$ cat src/include/mbc_pkg.sv
// ============================================================
// memory self-test control: shared constants and types
package mbc_pkg;

    // ============================================================
    // microprocessor port
    localparam int unsigned CPU_AW              = 14;
    localparam int unsigned CPU_DW              = 16;
    localparam logic [13:0] SELF_TEST_REG_ADDR  = 14'h014d;
    localparam logic [15:0] SELF_TEST_REG_RESET = 16'h0000;

    // ============================================================
    // field layout of the self-test register
    localparam int unsigned SELF_TEST_ENABLE_BIT = 12;
    localparam int unsigned PASS_BIT_BASE        = 0;   // local conn memory pass
    localparam int unsigned DONE_BIT_BASE        = 1;   // local conn memory done
    localparam int unsigned START_BIT_BASE       = 2;   // local conn memory start
    localparam int unsigned FIELD_STRIDE         = 3;   // next memory: 3 bits higher

    // ============================================================
    // memories under test: 0 local conn, 1 bp conn, 2 local data, 3 bp data
    localparam int unsigned MEM_CNT       = 4;
    localparam int unsigned MEM_DW        = 16;
    localparam int unsigned MEM_AW_MAX    = 12;
    localparam logic [15:0] PATTERN_FIRST  = 16'h5555;
    localparam logic [15:0] PATTERN_SECOND = 16'haaaa;

    // ============================================================
    // test engine states, one-hot
    typedef enum logic [4:0] {
        mbc_st_idle   = 5'h01,
        mbc_st_write  = 5'h02,
        mbc_st_read   = 5'h04,
        mbc_st_settle = 5'h08,
        mbc_st_done   = 5'h10
    } mbc_state_t;

endpackage

$ cat src/include/mbc_seq_if.sv
`timescale 1ns/100ps
// ============================================================
// control and status between register file and one test engine
interface mbc_seq_if;
    logic start;   // one-cycle pulse, restarts the sequence
    logic clear;   // level, test mode is off
    logic done;
    logic pass;

    modport ctl (output start, output clear, input done, input pass);
    modport eng (input start, input clear, output done, output pass);
endinterface

$ cat src/verilog/mbc_march.sv
`timescale 1ns/100ps
// ============================================================
// two-pass write/verify engine for one memory
module mbc_march
    import mbc_pkg::*;
#(
    parameter int unsigned AW = 12
) (
    input  wire logic              clk_i,
    input  wire logic              sys_rst_i,
    mbc_seq_if.eng                 seq,
    output logic [AW-1:0]          mem_addr_o,
    output logic [MEM_DW-1:0]      mem_wdata_o,
    output logic                   mem_we_o,
    input  wire logic [MEM_DW-1:0] mem_rdata_i
);

    mbc_state_t state;
    logic       second_pass;
    logic       chk_valid;
    logic       err;
    logic       mismatch;
    logic       last_addr;

    // read data lags the address by one edge of the memory, so compare late
    assign mismatch  = chk_valid && (mem_rdata_i != (second_pass ? PATTERN_SECOND : PATTERN_FIRST));
    assign last_addr = (mem_addr_o == {AW{1'b1}});

    // ============================================================
    // sequencer and memory port
    always_ff @(posedge clk_i or posedge sys_rst_i) begin
        if (sys_rst_i) begin
            state       <= mbc_st_idle;
            second_pass <= 1'b0;
            chk_valid   <= 1'b0;
            mem_addr_o  <= '0;
            mem_wdata_o <= '0;
            mem_we_o    <= 1'b0;
        end else if (seq.clear) begin
            state       <= mbc_st_idle;
            second_pass <= 1'b0;
            chk_valid   <= 1'b0;
            mem_addr_o  <= '0;
            mem_we_o    <= 1'b0;
        end else if (seq.start) begin
            // restart wins over any sequence in flight
            state       <= mbc_st_write;
            second_pass <= 1'b0;
            chk_valid   <= 1'b0;
            mem_addr_o  <= '0;
            mem_wdata_o <= PATTERN_FIRST;
            mem_we_o    <= 1'b1;
        end else begin
            case (state)
                mbc_st_write: begin
                    mem_addr_o <= mem_addr_o + 1'b1;
                    if (last_addr) begin
                        mem_we_o <= 1'b0;
                        state    <= mbc_st_read;
                    end
                end
                mbc_st_read: begin
                    chk_valid  <= 1'b1;
                    mem_addr_o <= mem_addr_o + 1'b1;
                    if (last_addr) begin
                        state <= mbc_st_settle;
                    end
                end
                mbc_st_settle: begin
                    chk_valid <= 1'b0;
                    if (!second_pass) begin
                        second_pass <= 1'b1;
                        mem_wdata_o <= PATTERN_SECOND;
                        mem_we_o    <= 1'b1;
                        state       <= mbc_st_write;
                    end else begin
                        state <= mbc_st_done;
                    end
                end
                mbc_st_done: begin
                    state <= mbc_st_done;
                end
                default: begin
                    state <= mbc_st_idle;
                end
            endcase
        end
    end

    // ============================================================
    // error accumulation and result flags
    always_ff @(posedge clk_i or posedge sys_rst_i) begin
        if (sys_rst_i) begin
            err      <= 1'b0;
            seq.done <= 1'b0;
            seq.pass <= 1'b0;
        end else if (seq.clear || seq.start) begin
            err      <= 1'b0;
            seq.done <= 1'b0;
            seq.pass <= 1'b0;
        end else begin
            if (mismatch) begin
                err <= 1'b1;
            end
            // last compare lands in the settle cycle itself
            if (state == mbc_st_settle && second_pass) begin
                seq.done <= 1'b1;
                seq.pass <= ~(err | mismatch);
            end
        end
    end

endmodule // mbc_march

$ cat src/verilog/mbc_top.sv
`timescale 1ns/100ps
// How it works
// - bit 12 high selects memory self-test mode
// - bit 11 rise runs bp data test
// - bit 8 rise runs local data test
// - bit 5 rise runs bp conn test
// - bit 2 rise runs local conn test
// - pass flag high means memory passed
// - done and pass bits ignore writes
module mbc_top
    import mbc_pkg::*;
#(
    parameter int unsigned MEM_AW = MEM_AW_MAX
) (
    input  wire logic                           clk_i,
    input  wire logic                           sys_rst_i,
    input  wire logic [CPU_AW-1:0]              cpu_addr_i,
    input  wire logic [CPU_DW-1:0]              cpu_wdata_i,
    input  wire logic                           cpu_wr_i,
    input  wire logic                           cpu_rd_i,
    output logic      [CPU_DW-1:0]              cpu_rdata_o,
    output logic                                cpu_ack_o,
    output logic                                self_test_enable_o,
    output logic      [MEM_CNT-1:0][MEM_AW-1:0] mem_addr_o,
    output logic      [MEM_CNT-1:0][MEM_DW-1:0] mem_wdata_o,
    output logic      [MEM_CNT-1:0]             mem_we_o,
    input  wire logic [MEM_CNT-1:0][MEM_DW-1:0] mem_rdata_i
);

    // ============================================================
    // register state
    logic                self_test_enable;
    logic [MEM_CNT-1:0]  start_q;
    logic [MEM_CNT-1:0]  start_pulse;
    logic [MEM_CNT-1:0]  done_flags;
    logic [MEM_CNT-1:0]  pass_flags;
    logic [CPU_DW-1:0]   reg_view;
    logic                reg_hit;
    logic                wr_hit;

    mbc_seq_if seq_if [MEM_CNT] ();

    assign reg_hit = (cpu_addr_i == SELF_TEST_REG_ADDR);
    assign wr_hit  = cpu_wr_i && reg_hit;

    // ============================================================
    // test-mode enable; reserved bits are not stored
    always_ff @(posedge clk_i or posedge sys_rst_i) begin
        if (sys_rst_i) begin
            self_test_enable <= SELF_TEST_REG_RESET[SELF_TEST_ENABLE_BIT];
        end else if (wr_hit) begin
            self_test_enable <= cpu_wdata_i[SELF_TEST_ENABLE_BIT];
        end
    end

    // mirror to the rest of the chip; low means normal operation
    always_ff @(posedge clk_i or posedge sys_rst_i) begin
        if (sys_rst_i) begin
            self_test_enable_o <= 1'b0;
        end else begin
            self_test_enable_o <= self_test_enable;
        end
    end

    // ============================================================
    // per-memory start edge, engine and status
    for (genvar i = 0; i < MEM_CNT; i++) begin : g_mem
        localparam int unsigned SB = START_BIT_BASE + FIELD_STRIDE * i;
        localparam int unsigned DB = DONE_BIT_BASE + FIELD_STRIDE * i;
        localparam int unsigned PB = PASS_BIT_BASE + FIELD_STRIDE * i;

        // start bit as last written; the edge is taken from write to write
        always_ff @(posedge clk_i or posedge sys_rst_i) begin
            if (sys_rst_i) begin
                start_q[i] <= SELF_TEST_REG_RESET[SB];
            end else if (wr_hit) begin
                start_q[i] <= cpu_wdata_i[SB];
            end
        end

        // a rise only counts while test mode was already armed and stays so,
        // which enforces the two-write arming order
        always_ff @(posedge clk_i or posedge sys_rst_i) begin
            if (sys_rst_i) begin
                start_pulse[i] <= 1'b0;
            end else begin
                start_pulse[i] <= wr_hit && self_test_enable
                                  && cpu_wdata_i[SELF_TEST_ENABLE_BIT]
                                  && cpu_wdata_i[SB] && !start_q[i];
            end
        end

        assign seq_if[i].start = start_pulse[i];
        assign seq_if[i].clear = ~self_test_enable;
        assign done_flags[i]   = seq_if[i].done;
        assign pass_flags[i]   = seq_if[i].pass;

        // status bits come from the engine only, never from the write data
        always_comb begin
            reg_view[SB] = start_q[i];
            reg_view[DB] = done_flags[i];
            reg_view[PB] = pass_flags[i];
        end

        mbc_march #(
            .AW (MEM_AW)
        ) u_march (
            .clk_i       (clk_i),
            .sys_rst_i   (sys_rst_i),
            .seq         (seq_if[i]),
            .mem_addr_o  (mem_addr_o[i]),
            .mem_wdata_o (mem_wdata_o[i]),
            .mem_we_o    (mem_we_o[i]),
            .mem_rdata_i (mem_rdata_i[i])
        );
    end

    // upper bits of the view: enable, and reserved reading zero
    always_comb begin
        reg_view[CPU_DW-1:SELF_TEST_ENABLE_BIT+1] = '0;
        reg_view[SELF_TEST_ENABLE_BIT]            = self_test_enable;
    end

    // ============================================================
    // read path and acknowledge, one cycle after the strobe
    always_ff @(posedge clk_i or posedge sys_rst_i) begin
        if (sys_rst_i) begin
            cpu_rdata_o <= '0;
        end else if (cpu_rd_i) begin
            // other addresses belong to other blocks; answer zero here
            cpu_rdata_o <= reg_hit ? reg_view : '0;
        end
    end

    always_ff @(posedge clk_i or posedge sys_rst_i) begin
        if (sys_rst_i) begin
            cpu_ack_o <= 1'b0;
        end else begin
            cpu_ack_o <= cpu_rd_i | cpu_wr_i;
        end
    end

endmodule // mbc_top

$ cat config.mk
export PLATFORM = sky130hd
export DESIGN_NAME = mbc_top
export DESIGN_NICKNAME = d
export VERILOG_FILES = /design/src/include/mbc_pkg.sv /design/src/include/mbc_seq_if.sv /design/src/verilog/mbc_march.sv /design/src/verilog/mbc_top.sv
export SDC_FILE = /design/constraint.sdc
export NUM_CORES = 1
export LEC_CHECK = 0
export ABC_AREA = 0
export BUFFER_PORTS_ARGS = -buffer_cell sky130_fd_sc_hd__buf_2
export CORE_UTILIZATION = 40
export CTS_BUF_LIST = sky130_fd_sc_hd__clkbuf_8
export DETAILED_ROUTE_END_ITERATION = 12
export GPL_TIMING_DRIVEN = 0
export PLACE_DENSITY = 0.66
export SYNTH_ARGS = -nofsm -noshare
export SYNTH_HDL_FRONTEND = slang
export SYNTH_SLANG_ARGS = --single-unit
$ cat constraint.sdc
create_clock -name clk_i -period 8.3 [get_ports clk_i]
set_input_delay 0 -clock clk_i [delete_from_list [all_inputs] [get_ports clk_i]]
set_output_delay 0 -clock clk_i [all_outputs]
set_load 0.05 [all_outputs]
After elaboration in Yosys (flattened, before gate mapping)
Cells that the tools add are included.

word-level totals
  bits in registers = 183
  input bits = 98
  output and inout bits = 134
  word-level logic and storage cells = 295

cells by class
  add/subtract/negate cells = 4
  equal/unequal tests = 57
  multiplexer cells = 121
  bitwise logic cells = 10
  reductions and logical operators = 55

operator list
  operator                                               count
  two-way mux 16 bit                                     16
  two-way mux 12 bit                                     12
  two-way mux 5 bit                                      20
  case mux 5 bit (4 select lines)                        4
  inequality test 16 bit                                 4
  two-way mux 1 bit                                      60
  adder 12 x 1 -> 12 bit, second input constant          4
  == test 12 bit, second input constant                  4
  inequality test 4 x 1 -> 1 bit, second input constant  8
  inequality test 4 x 3 -> 1 bit, second input constant  8
  AND reduction 3 bit                                    8
  nonzero test 2 bit                                     12
  == test 5 x 2 -> 1 bit, second input constant          4
  == test 5 x 3 -> 1 bit, second input constant          4
  == test 5 x 4 -> 1 bit, second input constant          4
  == test 5 bit, second input constant                   4
  logical AND 1 bit                                      19
  inequality test 4 bit, second input constant           4
  case mux 1 bit (2 select lines)                        8
  == test 14 x 9 -> 1 bit, second input constant         1
  two-way mux 13 bit                                     1
  inequality test 3 x 1 -> 1 bit, second input constant  4
  inequality test 3 x 2 -> 1 bit, second input constant  4
  inequality test 2 bit, second input constant           4
  other kinds (6)                                        26

Logic depth before layout (Yosys ltp)
Gate-level depths: netlist of the first run.

  depth in word-level cells = 7
  mapped depth = 6
  depth with buffers taken out = 5

Modules after synthesis
Synthesis of the first run repeated with hierarchy kept, for this count alone.

second synthesis, totals
  cells, all modules = 748
  area total of the unflattened synthesis = 7025.5 µm²

by module, submodules not included
  module     instances  cells each  area an instance (µm²)  seq. area each (µm²)
  mbc_march  4          163         1492.7                  626.9
  mbc_top    1          96          1054.8                  600.6

Worst setup path after synthesis of the first run
Ideal clock, no wire load.

  kind = reg-to-reg
  start = reg g_mem[1].u_march.mem_addr_o[0]
  end = reg g_mem[1].u_march.state[2]
  library setup time = 87 ps
  arrival time = 2119 ps
  data required time = 8213 ps
  path slack = 6095 ps
  cell stages (with the launch flop) = 6
  buffers on the path = 0
  period minus slack after synthesis = 2205 ps
  path through = dfrtp_1 > ha_1 > nand2_1 > or4_4 > or3_1 > a211oi_2

on the way
  longest elaborated chain between the ends = 3
  elaborated cells between the ends (all ways) = 4
  classes of those cells = 3 x eq/ne; 1 x reduce/logical

RTL lines
  element                                          RTL line         source
  start: declaration                               mbc_march.sv:12  output logic [AW-1:0] mem_addr_o,
  start signal: assignment                         mbc_march.sv:56  mem_addr_o <= mem_addr_o + 1'b1;
  start signal: assignment                         mbc_march.sv:64  mem_addr_o <= mem_addr_o + 1'b1;
  == test 12 bit *                                 mbc_march.sv:27  assign last_addr = (mem_addr_o == {AW{1'b1}});
  inequality test 4 x 3 -> 1 bit (no source line)  --
  AND reduction 2 bit (no source line) *           --
  end signal: assignment                           mbc_march.sv:33  state <= mbc_st_idle;
  end signal: assignment                           mbc_march.sv:40  state <= mbc_st_idle;
  end signal: assignment                           mbc_march.sv:47  state <= mbc_st_write;
  end: declaration                                 mbc_march.sv:18  mbc_state_t state;

Mark *: on every way between the ends. The rest lies on a longest branch, timed or not.
A chain may end at the register's enable or synchronous reset.

Final worst setup path of the first run
  start = reg self_test_enable
  end = reg g_mem[0].u_march.mem_we_o

on the way
  longest elaborated chain between the ends = 2
  elaborated cells between the ends (all ways) = 5
  classes of those cells = 3 x eq/ne; 1 x mux; 1 x reduce/logical

RTL lines
  element                                                               RTL line         source
  start: declaration                                                    mbc_top.sv:32    logic self_test_enable;
  start signal: assignment                                              mbc_top.sv:50    self_test_enable <= SELF_TEST_REG_RESET[SELF_TEST_ENABLE_BIT];
  start signal: assignment                                              mbc_top.sv:52    self_test_enable <= cpu_wdata_i[SELF_TEST_ENABLE_BIT];
  inequality test 4 bit (no source line), or another cell as far along  --
  AND reduction 3 bit (no source line)                                  --
  end signal: assignment                                                mbc_march.sv:38  mem_we_o <= 1'b0;
  end signal: assignment                                                mbc_march.sv:44  mem_we_o <= 1'b0;
  end signal: assignment                                                mbc_march.sv:52  mem_we_o <= 1'b1;
  end: declaration                                                      mbc_march.sv:14  output logic mem_we_o,

Parallel ways exist; a longest one is shown, timed or not.

==> summary.txt, run 1 <==
Outcome
  – Outcome: complete, no violations

Power and ir drop
  – Clk network pwr share: 43.1%
  – Worst vdd ir: 71.6 uV
  – Sequential Power Share: 52.1%
  – Comb pwr share: 4.8%
  – PwrDens: 132 nW/um^2
  – Sw power: 0.259 mW
  – Static leakage: between 4 and 5 nW
  – Pint: approximately 0.9 mW
  – Switching Fraction: roughly 22%

Global routing
  – Grt total ovfl: 0
  – First-pass GRT wire length: 27.6 mm
  – Vias in the first global route: 5570
  – Initial antenna violation count: 0
  – Largest net degree at the start of global routing: 77
  – Tot GR Track Use: between 10% and 20%

Floorplan
  – Initial Utilization: 41.3%
  – Chip height: 133 um
  – Die width: 133 um
  – I/O pin cnt: 232
  – Core ar.: roughly 17000 um^2
  – Cell Rows: 47
  – DIE AREA: 17800 um^2

Synth
  – Synth top area cells: dfrtp_1, buf_4, nor2_1, a21oi_1, xor2_1
  – Flops & latches, synth: between 100 and 150
  – Primary FF master, synth: dfrtp_1
  – Post-synth EDFFs: 0
  – Synth Instances: 716
  – Synth Warn #: 0
  – Async S/R FF share, synth: 100%
  – Most common cell in the netlist: dfrtp_1
  – Area leader, netlist: dfrtp_1
  – Netlist cell types: 62
  – Most frequent cells after synthesis: dfrtp_1, buf_4, nor2_1
  – Seq/Total Area, Yosys: 45.1%
  – Mapped Area: between 6000 and 7000 um^2
  – Synthesized area per cell: slightly below 10 um^2
  – Share of the synthesized area in the top cell type: 43.5%

Critical path
  – Critical Path RT: 8.66 ns
  – Cell Chain, Critical Path: clkbuf_1 -> clkbuf_1 -> clkbuf_1 -> o31ai_1 -> a21oi_1
  – Critical Path Start Type: flop
  – CP max stage delay: 0.49 ns
  – CP top delay family: buffers and inverters
  – R2R Setup Slk: 6.11 ns
  – Top cell by count, worst path: clkbuf_1
  – Critical Path Fanout Max: 10
  – CP Class: flop to flop
  – Buf/Inv on CP: 3
  – CP max stage cell: clkbuf_1
  – CP endpoint kind: flop
  – CP Data Arrival Time: around 2.6 ns

Route
  – DRT iter0 DRCs: 365
  – WL final: roughly 17 mm
  – Vias per std cell: 5.13
  – DRC Markers: 0
  – Router iterations before antenna repair: 5
  – Post-route ant nets: 0
  – Post-DR wirelength/cell: approximately 14 um
  – Vias post-DR: 6156

Clock tree
  – CTS Sinks: 124
  – Post-CTS Resized: 0
  – CTS root buf: clkbuf_8
  – CTS tree: yes
  – Clk buf depth: 2
  – CTS clk-pin slew, worst paths: 0.07 ns
  – Num CTS Buffers: 17
  – Clk_lat worst skew: 0.44 ns
  – H-tree depth: 4

Layout
  – Filler cell count: between 1500 and 2000
  – Share of cells above drive strength 1: 34.2%
  – Ant diodes: 0
  – Nets: 1069
  – P&R area growth vs syn: 27.5%

Timing
  – Fin Clk Skew: 0.00854 ns
  – Slew Viols, Final: 0
  – Final Hold Fails: 0
  – F_max: between 400 and 500 MHz
  – Worst Tran Pin Value: ~0.82 ns
  – PnR worst setup slack: 6.11 ns
  – Period Utilization, post-route: 26.4%
  – Tmin final: 2.19 ns
  – Final setup TNS: 0 ns
  – Unrepaired setup endpoints after global routing: no
  – Final hold slack: 0.0249 ns
  – Slew headroom: between 40% and 50%
  – Final setup vio count: 0

Run
  – Max-cap viol count: 0

Place
  – GPL Wtd Cong: 0.796
  – Post-DP HPWL: ~12 mm
  – Placement Setup Slack: 6.03 ns
  – IO buf count: 217

Min path
  – Hold Path Class: input pin to flop
-- power groups by stage --
stage | combinational (mW) | sequential, mW | clock, mW
6_report | 0.0562 | 0.605 | 0.500
5_1_grt | 0.0629 | 0.604 | 0.541
4_1_cts | 0.0574 | 0.604 | 0.519
3_5_place_dp | 0.0528 | 0.616 | 0
3_3_place_gp | 0.0500 | 0.616 | 0
2_1_floorplan | 0.0217 | 0.617 | 0
-- flip-flops by register name, summed over array words and instances, names as in the netlist --
signal / cells
g_mem.u_march.mem_addr_o: 48
g_mem.u_march.state: 20
cpu_rdata_o: 13
g_mem.u_march.mem_wdata_o: 8
g_mem.u_march.chk_valid: 4
g_mem.u_march.err: 4
g_mem.u_march.mem_we_o: 4
g_mem.u_march.second_pass: 4
g_mem.u_march.seq.done: 4
g_mem.u_march.seq.pass: 4
reg_view: 4
seq_if.start: 4
cpu_ack_o: 1
self_test_enable: 1
self_test_enable_o: 1
-- kinds of logic after synthesis --
family / share of synthesized area, %
DFF: 45.1
muxes: 1.54
adders and majority gates: 0.726
AOI/OAI and AO/OA: 11.9
buffers and inverters: 9.24
xor gates and xnor gates: 4.70
and+or+nand+nor: 26.7
other: 0.0544
-- per-layer routing --
layer	up-vias	share of wire [%]	global-route usage (%)	wire length, um
li1	3043	-	-	-
met5	-	0	0	0
met3	26	5.5	4.15	932
met1	2892	46	25.6	7790
met4	0	1.9	7.70	320
met2	195	46	30.8	7830
-- worst register-to-register path: cells and delay by family (launching register included) --
| family | cells | cell delay (ns) |
|---|---|---|
| AO/OA/AOI/OAI | 2 | 0.30 |
| buffers and inverters | 3 | 1.41 |
| flip-flops | 1 | 0.41 |
-- placed cells by master (no fill, tap or decap), types with 14 or more instances in the layout --
| cell type | count |
|---|---|
| xor2_1 | 19 |
| or3_1 | 16 |
| nor4_1 | 14 |
| nor3_1 | 19 |
| xnor2_1 | 18 |
| clkbuf_1 | 29 |
| a22o_1 | 16 |
| o21ai_0 | 22 |
| nand2b_1 | 14 |
| a21oi_1 | 35 |
| buf_2 | 219 |
| nand3_1 | 30 |
| dfrtp_1 | 120 |
| nor2_1 | 57 |
| clkbuf_8 | 22 |
| nand2_1 | 42 |
| nor4bb_1 | 16 |
| nor2b_1 | 17 |
| buf_4 | 64 |
| nand4b_1 | 16 |
-- repair_timing --
item,in CTS,in global routing
setup endpoints to repair,0,0
setup buffers,0,0
hold buffers,12,0
hold endpoints to repair,65,0
-- final timing paths --
path,from,end,depth (start not counted)
worst max-delay path,self_test_enable,g_mem[0].u_march.mem_we_o,5
worst min-delay path,mem_rdata_i[54],g_mem[3].u_march.err,4
worst max register to register,self_test_enable,g_mem[0].u_march.mem_we_o,5
worst min register to register,reg_view[2],seq_if[0].start,1
max in group asynchronous,sys_rst_i,g_mem[0].u_march.state[0],4
min in group asynchronous,sys_rst_i,g_mem[2].u_march.mem_addr_o[1],3
-- final cells by class --
| cell class | count | area [um^2] | share of cell area, % |
|---|---|---|---|
| tap | 220 | 275 | 3.13 |
| multi-input combinational | 489 | 3160 | 35.9 |
| clock buffer | 22 | 303 | 3.44 |
| timing repair buffer | 230 | 1230 | 14.0 |
| sequential | 124 | 3110 | 35.4 |
| inverter | 10 | 42.5 | 0.484 |
| buffer | 95 | 599 | 6.82 |
| clock inverter | 9 | 70.1 | 0.797 |
-- stage by stage --
stage / utilization, % / power [mW] / cell area (um^2) / instances
floorplan: - / 0.639 / 6900 / 718
global placement: 49.5 / 0.666 / 8260 / 1155
detailed placement: 49.7 / 0.669 / 8300 / 1156
CTS: 52.6 / 1.18 / 8790 / 1199
global route: 52.6 / 1.21 / 8790 / 1199
finish: 52.6 / 1.16 / 8790 / 1199
Note: power is estimated with default switching activity, not from simulation.
==> run 2: changes to the inputs <==
- clock period: 8.3 -> 2.1 ns (I/O delays scaled with it)
==> summary.txt, run 2 (synthesis results as in run 1) <==
Critical path
  – Critical Path Fanout Max: 5 (was 10)
  – CP endpoint kind: flop (unchanged)
  – R2r startpoint: g_mem[1].u_march.mem_addr_o[0] (was self_test_enable)
  – Critical Path Start Type: flop (unchanged)
  – Cell Chain, Critical Path: ha_1 -> nand2_1 -> or4_4 -> or3_1 -> a211oi_2 (was clkbuf_1 -> clkbuf_1 -> clkbuf_1 -> o31ai_1 -> a21oi_1)
  – CP Data Arrival Time: 2.34 ns (was 2.55 ns)
  – CP max stage delay: 0.59 ns (was 0.49 ns)
  – Crit. Startpoint: g_mem[1].u_march.mem_addr_o[0] (was self_test_enable)
  – Critical Path RT: 2.44 ns (was 8.66 ns)
  – CP Class: flop to flop (unchanged)
  – CP max stage cell: or4_4 (was clkbuf_1)

Route
  – Uppermost routed layer: met4 (unchanged)
  – DRC Markers: 0 (unchanged)
  – DRT iter0 DRCs: 356 (was 365)
  – Router iterations before antenna repair: 4 (was 5)
  – Post-DR wirelength/cell: 14.2 um (was 14.1 um)
  – WL final: 17.1 mm (was 16.9 mm)
  – DR WL met3: 985 um (was 932 um)
  – DRT met1 WL: 7.89 mm (was 7.79 mm)
  – Post-route ant nets: 0 (unchanged)
  – WL met2: 7.97 mm (was 7.83 mm)
  – Vias per std cell: 5.13 (about the same)
  – Vias post-DR: 6166 (was 6156)

Global routing
  – Vias in the first global route: 5707 (was 5570)
  – First-pass GRT wire length: 28.0 mm (was 27.6 mm)
  – Initial antenna violation count: 0 (unchanged)
  – Grt total ovfl: 0 (unchanged)
  – Largest net degree at the start of global routing: 41 (was 77)
  – Tot GR Track Use: 19.7% (was 19.3%)

Timing
  – Period Utilization, post-route: 95.0% (was 26.4%)
  – Slew headroom: 53.5% (was 44.7%)
  – Final setup TNS: 0 ns (unchanged)
  – Tmin final: 1.99 ns (was 2.19 ns)
  – Final setup vio count: 0 (unchanged)
  – Final Hold Fails: 0 (unchanged)
  – Worst Tran Pin Value: 0.697 ns (was 0.822 ns)
  – Slew Viols, Final: 0 (unchanged)
  – Fin Clk Skew: 0.00664 ns (was 0.00854 ns)
  – Unrepaired setup endpoints after global routing: no (unchanged)
  – F_max: 502 MHz (was 457 MHz)
  – Final hold slack: 0.0384 ns (was 0.0249 ns)

Layout
  – Nets: 1072 (was 1069)
  – Register area: 3110 um^2 (about the same)
  – Design Area, Final: 8940 um^2 (was 8790 um^2)
  – Ant diodes: 0 (unchanged)
  – Most frequent cells in the layout: buf_2, dfrtp_1, buf_4 (unchanged)
  – Max reg flops: 48 (unchanged)
  – P&R area growth vs syn: 29.6% (was 27.5%)
  – Share of cells above drive strength 1: 35.5% (was 34.2%)
  – Multi-input gate area in the final layout: 3200 um^2 (was 3160 um^2)
  – Largest Register: g_mem.u_march.mem_addr_o (unchanged)
  – Top Registers: g_mem.u_march.mem_addr_o x48, g_mem.u_march.state x20, cpu_rdata_o x13 (unchanged)
  – Most common cell after layout, fill and taps aside: buf_2 (unchanged)
  – Filler cell count: 1537 (was 1590)

Floorplan
  – Core ar.: 16700 um^2 (unchanged)
  – DIE AREA: 17800 um^2 (unchanged)
  – Chip height: 133 um (unchanged)
  – Cell Rows: 47 (unchanged)
  – I/O pin cnt: 232 (unchanged)
  – Initial Utilization: 41.3% (unchanged)
  – Die width: 133 um (unchanged)

Min path
  – Hold Path Class: input pin to flop (unchanged)
  – Hold path startpoint: mem_rdata_i[55] (was mem_rdata_i[54])

Clock tree
  – CTS tree: yes (unchanged)
  – Num CTS Buffers: 17 (unchanged)
  – H-tree depth: 4 (unchanged)
  – Postcts setup bufs: 0 (unchanged)
  – Clk_lat worst skew: 0.44 ns (about the same)
  – Clk buf depth: 2 (unchanged)
  – CTS root buf: clkbuf_8 (unchanged)
  – CTS Sinks: 124 (unchanged)
  – CTS clk-pin slew, worst paths: 0.07 ns (about the same)

Power and ir drop
  – Pint: 3.84 mW (was 0.902 mW)
  – Static leakage: 4.26 nW (was 4.21 nW)
  – Comb pwr share: 4.6% (was 4.8%)
  – Clk network pwr share: 46.7% (was 43.1%)
  – PwrDens: 550 nW/um^2 (was 132 nW/um^2)
  – Sw power: 1.07 mW (was 0.259 mW)
  – Switching Fraction: 21.8% (was 22.3%)
  – Pwr Total: 4.92 mW (was 1.16 mW)
  – Sequential Power Share: 48.6% (was 52.1%)
  – Worst vdd ir: 320 uV (was 71.6 uV)

Outcome
  – Outcome: complete, no violations (unchanged)

Place
  – GPL Wtd Cong: 0.798 (was 0.796)
  – Placed inst area: 8330 um^2 (was 8300 um^2)
  – Post-DP HPWL: 12.3 mm (was 12.1 mm)
  – IO buf count: 217 (unchanged)

Run
  – Max-cap viol count: 0 (unchanged)
[run 2: cell types whose count changed in the layout (fill, tap and decap cells not counted), moves of 3 or more]
cell	change
bufinv_16	+3
nor4_2	+3
clkbuf_1	-4
nor4_1	-3
clkbuf_2	+4
buf_12	+3
clkbuf_8	-3
[run 2: path summary, 6_finish.rpt]
kind,slack (ns),cells after the start,end
max,0.11,5,g_mem[1].u_march.state[2]
min,0.04,4,g_mem[3].u_march.err
max reg2reg,0.11,5,g_mem[1].u_march.state[2]
min reg2reg,0.45,1,seq_if[0].start
max in group asynchronous,1.14,5,g_mem[2].u_march.second_pass
min in group asynchronous,0.18,3,self_test_enable_o
[run 2: worst max-delay path, delay by kind of cell (launching register included)]
family	cells	cell delay (ns)
AO/OA/AOI/OAI	1	0.25
adder cells (fa/ha/maj)	1	0.20
flip-flops	1	0.40
AND/OR/NAND/NOR	3	1.05
[run 2: area by class of cell]
type / instances / area share [%]
clock inverter: 13 / 1.93
inverter: 10 / 0.462
sequential: 124 / 34.8
buffer: 95 / 6.76
tap: 220 / 3.08
clock buffer: 19 / 2.93
timing repair buffer: 233 / 14.3
multi-input combinational: 489 / 35.8
[run 2: power groups by stage]
stage / clock network (mW) / registers (mW) / logic, mW
after floorplan: 0 / 2.44 / 0.0861
after global placement: 0 / 2.44 / 0.198
after detailed placement: 0 / 2.43 / 0.215
after CTS: 2.37 / 2.39 / 0.233
after global routing: 2.47 / 2.39 / 0.253
final: 2.30 / 2.39 / 0.228
[run 2: repair_timing]
action / 4_1_cts / 5_1_grt
resized for setup: 3 / 8
hold buffers: 13 / 0
pin swaps: 0 / 0
endpoints found under the hold margin: 37 / 0
setup endpoints to repair: 17 / 7
[run 2: routing by layer]
metal  vias to the layer above  global-route usage, %
met2                       191                   32.0
met1                      2902                   25.9
met4                         0                   7.01
met3                        17                   4.11
met5                         -                      0
li1                       3056                      -
[run 2: per-stage QoR]
| step | cells | util [%] | worst slack (ns) |
|---|---|---|---|
| detailed placement | 1158 | 49.9 | -0.189 |
| finish | 1203 | 53.5 | 0.106 |
| floorplan | 718 | - | 0.00515 |
| global placement | 1155 | 49.5 | -0.508 |
| global route | 1203 | 53.5 | 0.0221 |
| CTS | 1203 | 53.3 | 0.114 |
==> run 3: changes to the inputs <==
==> constraint.sdc (replaced) <==
create_clock -name clk_i -period 2.1 [get_ports clk_i]
set_input_delay 0.105 -clock clk_i [delete_from_list [all_inputs] [get_ports clk_i]]
set_output_delay 0.105 -clock clk_i [all_outputs]
set_load 0.05 [all_outputs]
==> summary.txt, run 3 (synthesis results as in run 1) <==
Power and ir drop
  – PwrDens: 552 nW/um^2 (was 550 nW/um^2)
  – Pwr Total: 4.91 mW (was 4.92 mW)
  – Worst vdd ir: 321 uV (was 320 uV)
  – Static leakage: 4.24 nW (was 4.26 nW)

Clock tree
  – CTS tree: yes (unchanged)
  – CTS root buf: clkbuf_8 (unchanged)
  – CTS clk-pin slew, worst paths: 0.07 ns (about the same)
  – Postcts setup bufs: 0 (unchanged)
  – CTS Sinks: 124 (unchanged)
  – H-tree depth: 4 (unchanged)
  – Clk_lat worst skew: 0.43 ns (was 0.44 ns)
  – Clk buf depth: 2 (unchanged)
  – Num CTS Buffers: 17 (unchanged)

Run
  – Max-cap viol count: 0 (unchanged)

Layout
  – Top Registers: g_mem.u_march.mem_addr_o x48, g_mem.u_march.state x20, cpu_rdata_o x13 (unchanged)
  – Most common cell after layout, fill and taps aside: buf_2 (unchanged)
  – Most frequent cells in the layout: buf_2, dfrtp_1, buf_4 (unchanged)
  – Filler cell count: 1548 (was 1537)
  – Ant diodes: 0 (unchanged)
  – Multi-input gate area in the final layout: 3200 um^2 (unchanged)
  – P&R area growth vs syn: 28.9% (was 29.6%)
  – Nets: 1067 (was 1072)
  – Register area: 3110 um^2 (unchanged)
  – Share of cells above drive strength 1: 35.7% (was 35.5%)
  – Max reg flops: 48 (unchanged)
  – Largest Register: g_mem.u_march.mem_addr_o (unchanged)
  – Post-route insts no fill: 1198 (was 1203)

Route
  – Post-DR wirelength/cell: 14.2 um (about the same)
  – WL final: 17.0 mm (was 17.1 mm)
  – Post-route ant nets: 0 (unchanged)
  – Vias per std cell: 5.10 (was 5.13)
  – Router iterations before antenna repair: 4 (unchanged)
  – DRT iter0 DRCs: 384 (was 356)
  – Vias post-DR: 6114 (was 6166)
  – DRC Markers: 0 (unchanged)

Global routing
  – Initial antenna violation count: 0 (unchanged)
  – Grt total ovfl: 0 (unchanged)
  – First-pass GRT wire length: 27.9 mm (was 28.0 mm)
  – Largest net degree at the start of global routing: 41 (unchanged)
  – Vias in the first global route: 5673 (was 5707)
  – Tot GR Track Use: 19.6% (was 19.7%)

Outcome
  – Outcome: complete, no violations (unchanged)

Timing
  – Slew Viols, Final: 0 (unchanged)
  – Period Utilization, post-route: 95.1% (was 95.0%)
  – Final setup vio count: 0 (unchanged)
  – Fin Clk Skew: 0.00615 ns (was 0.00664 ns)
  – F_max: 501 MHz (was 502 MHz)
  – Final Hold Fails: 0 (unchanged)
  – Slew headroom: 53.7% (was 53.5%)
  – Tmin final: 2.00 ns (was 1.99 ns)
  – Unrepaired setup endpoints after global routing: no (unchanged)
  – Final setup TNS: 0 ns (unchanged)
  – Final hold slack: 0.112 ns (was 0.0384 ns)
  – Worst Tran Pin Value: 0.694 ns (was 0.697 ns)

Critical path
  – CP Class: flop to flop (unchanged)
  – Critical Path Fanout Max: 5 (unchanged)
  – CP endpoint kind: flop (unchanged)
  – Critical Path Start Type: flop (unchanged)
  – CP Data Arrival Time: 2.34 ns (about the same)
  – Cell Chain, Critical Path: ha_1 -> nand2_1 -> or4_4 -> or3_1 -> a211oi_2 (unchanged)
  – Critical Path RT: 2.44 ns (about the same)
  – CP max stage delay: 0.59 ns (about the same)
  – CP max stage cell: or4_4 (unchanged)

Floorplan
  – DIE AREA: 17800 um^2 (unchanged)
  – Die width: 133 um (unchanged)
  – Core ar.: 16700 um^2 (unchanged)
  – I/O pin cnt: 232 (unchanged)
  – Chip height: 133 um (unchanged)
  – Initial Utilization: 41.3% (unchanged)
  – Cell Rows: 47 (unchanged)

Min path
  – Hold Path Class: input pin to flop (unchanged)

Place
  – Placed insts: 1158 (unchanged)
  – Post-DP HPWL: 12.3 mm (unchanged)
  – GPL Wtd Cong: 0.798 (unchanged)
  – IO buf count: 217 (unchanged)
-- run 3: where the power goes --
part | total (mW) | switching (mW) | leakage, nW | internal (mW)
combinational | 0.222 | 0.113 | 2.30 | 0.109
clock | 2.30 | 0.954 | 0.222 | 1.34
sequential | 2.39 | 0.000431 | 1.71 | 2.39
total | 4.91 | 1.07 | 4.24 | 3.84
-- run 3: worst paths after layout --
| path | from | endpoint | slack, ns | cells past startpoint |
|---|---|---|---|---|
| max | g_mem[1].u_march.mem_addr_o[0] | g_mem[1].u_march.state[2] | 0.10 | 5 |
| min | cpu_wr_i | seq_if[3].start | 0.11 | 3 |
| max reg2reg | g_mem[1].u_march.mem_addr_o[0] | g_mem[1].u_march.state[2] | 0.10 | 5 |
| min reg2reg | reg_view[11] | seq_if[3].start | 0.46 | 1 |
| max in group asynchronous | sys_rst_i | g_mem[2].u_march.second_pass | 1.04 | 5 |
| min in group asynchronous | sys_rst_i | self_test_enable_o | 0.29 | 3 |
-- run 3: repair_timing --
action                                  CTS  global route
gates resized for setup                   3             8
hold buffers                              8             0
endpoints found under the setup margin   17             7
endpoints found under the hold margin    31             0
-- run 3: per-stage QoR --
stage          setup WS [ns]  utilization, %  area, um^2
6_report               0.102            53.2        8890
5_1_grt               0.0221            53.2        8890
4_1_cts                0.114            53.0        8850
3_5_place_dp          -0.189            49.9        8330
3_3_place_gp          -0.613            49.5        8270
2_1_floorplan        0.00515               -        6910
-- run 3: worst max-delay path: cells and delay by family (launching register included) --
family,cells,cell delay (ns)
flops,1,0.40
compound gates,1,0.25
simple gates,3,1.05
fa+ha+maj,1,0.20
-- run 3: cell type report --
type | count | area share [%]
multi-input cells | 489 | 36.0
flip-flops and latches | 124 | 35.0
repair buffers | 228 | 13.8
plain buffers | 95 | 6.80
well taps | 220 | 3.10
clock buffers | 19 | 2.94
clock inverters | 13 | 1.94
inverters | 10 | 0.465
-- run 3: routing by layer --
layer	up-vias	global-route usage, %	part of all wire, %
li1	3043	-	-
met1	2874	25.9	46
met2	181	31.6	46
met3	16	4.11	5.8
met4	0	7.01	1.3
met5	-	0	0
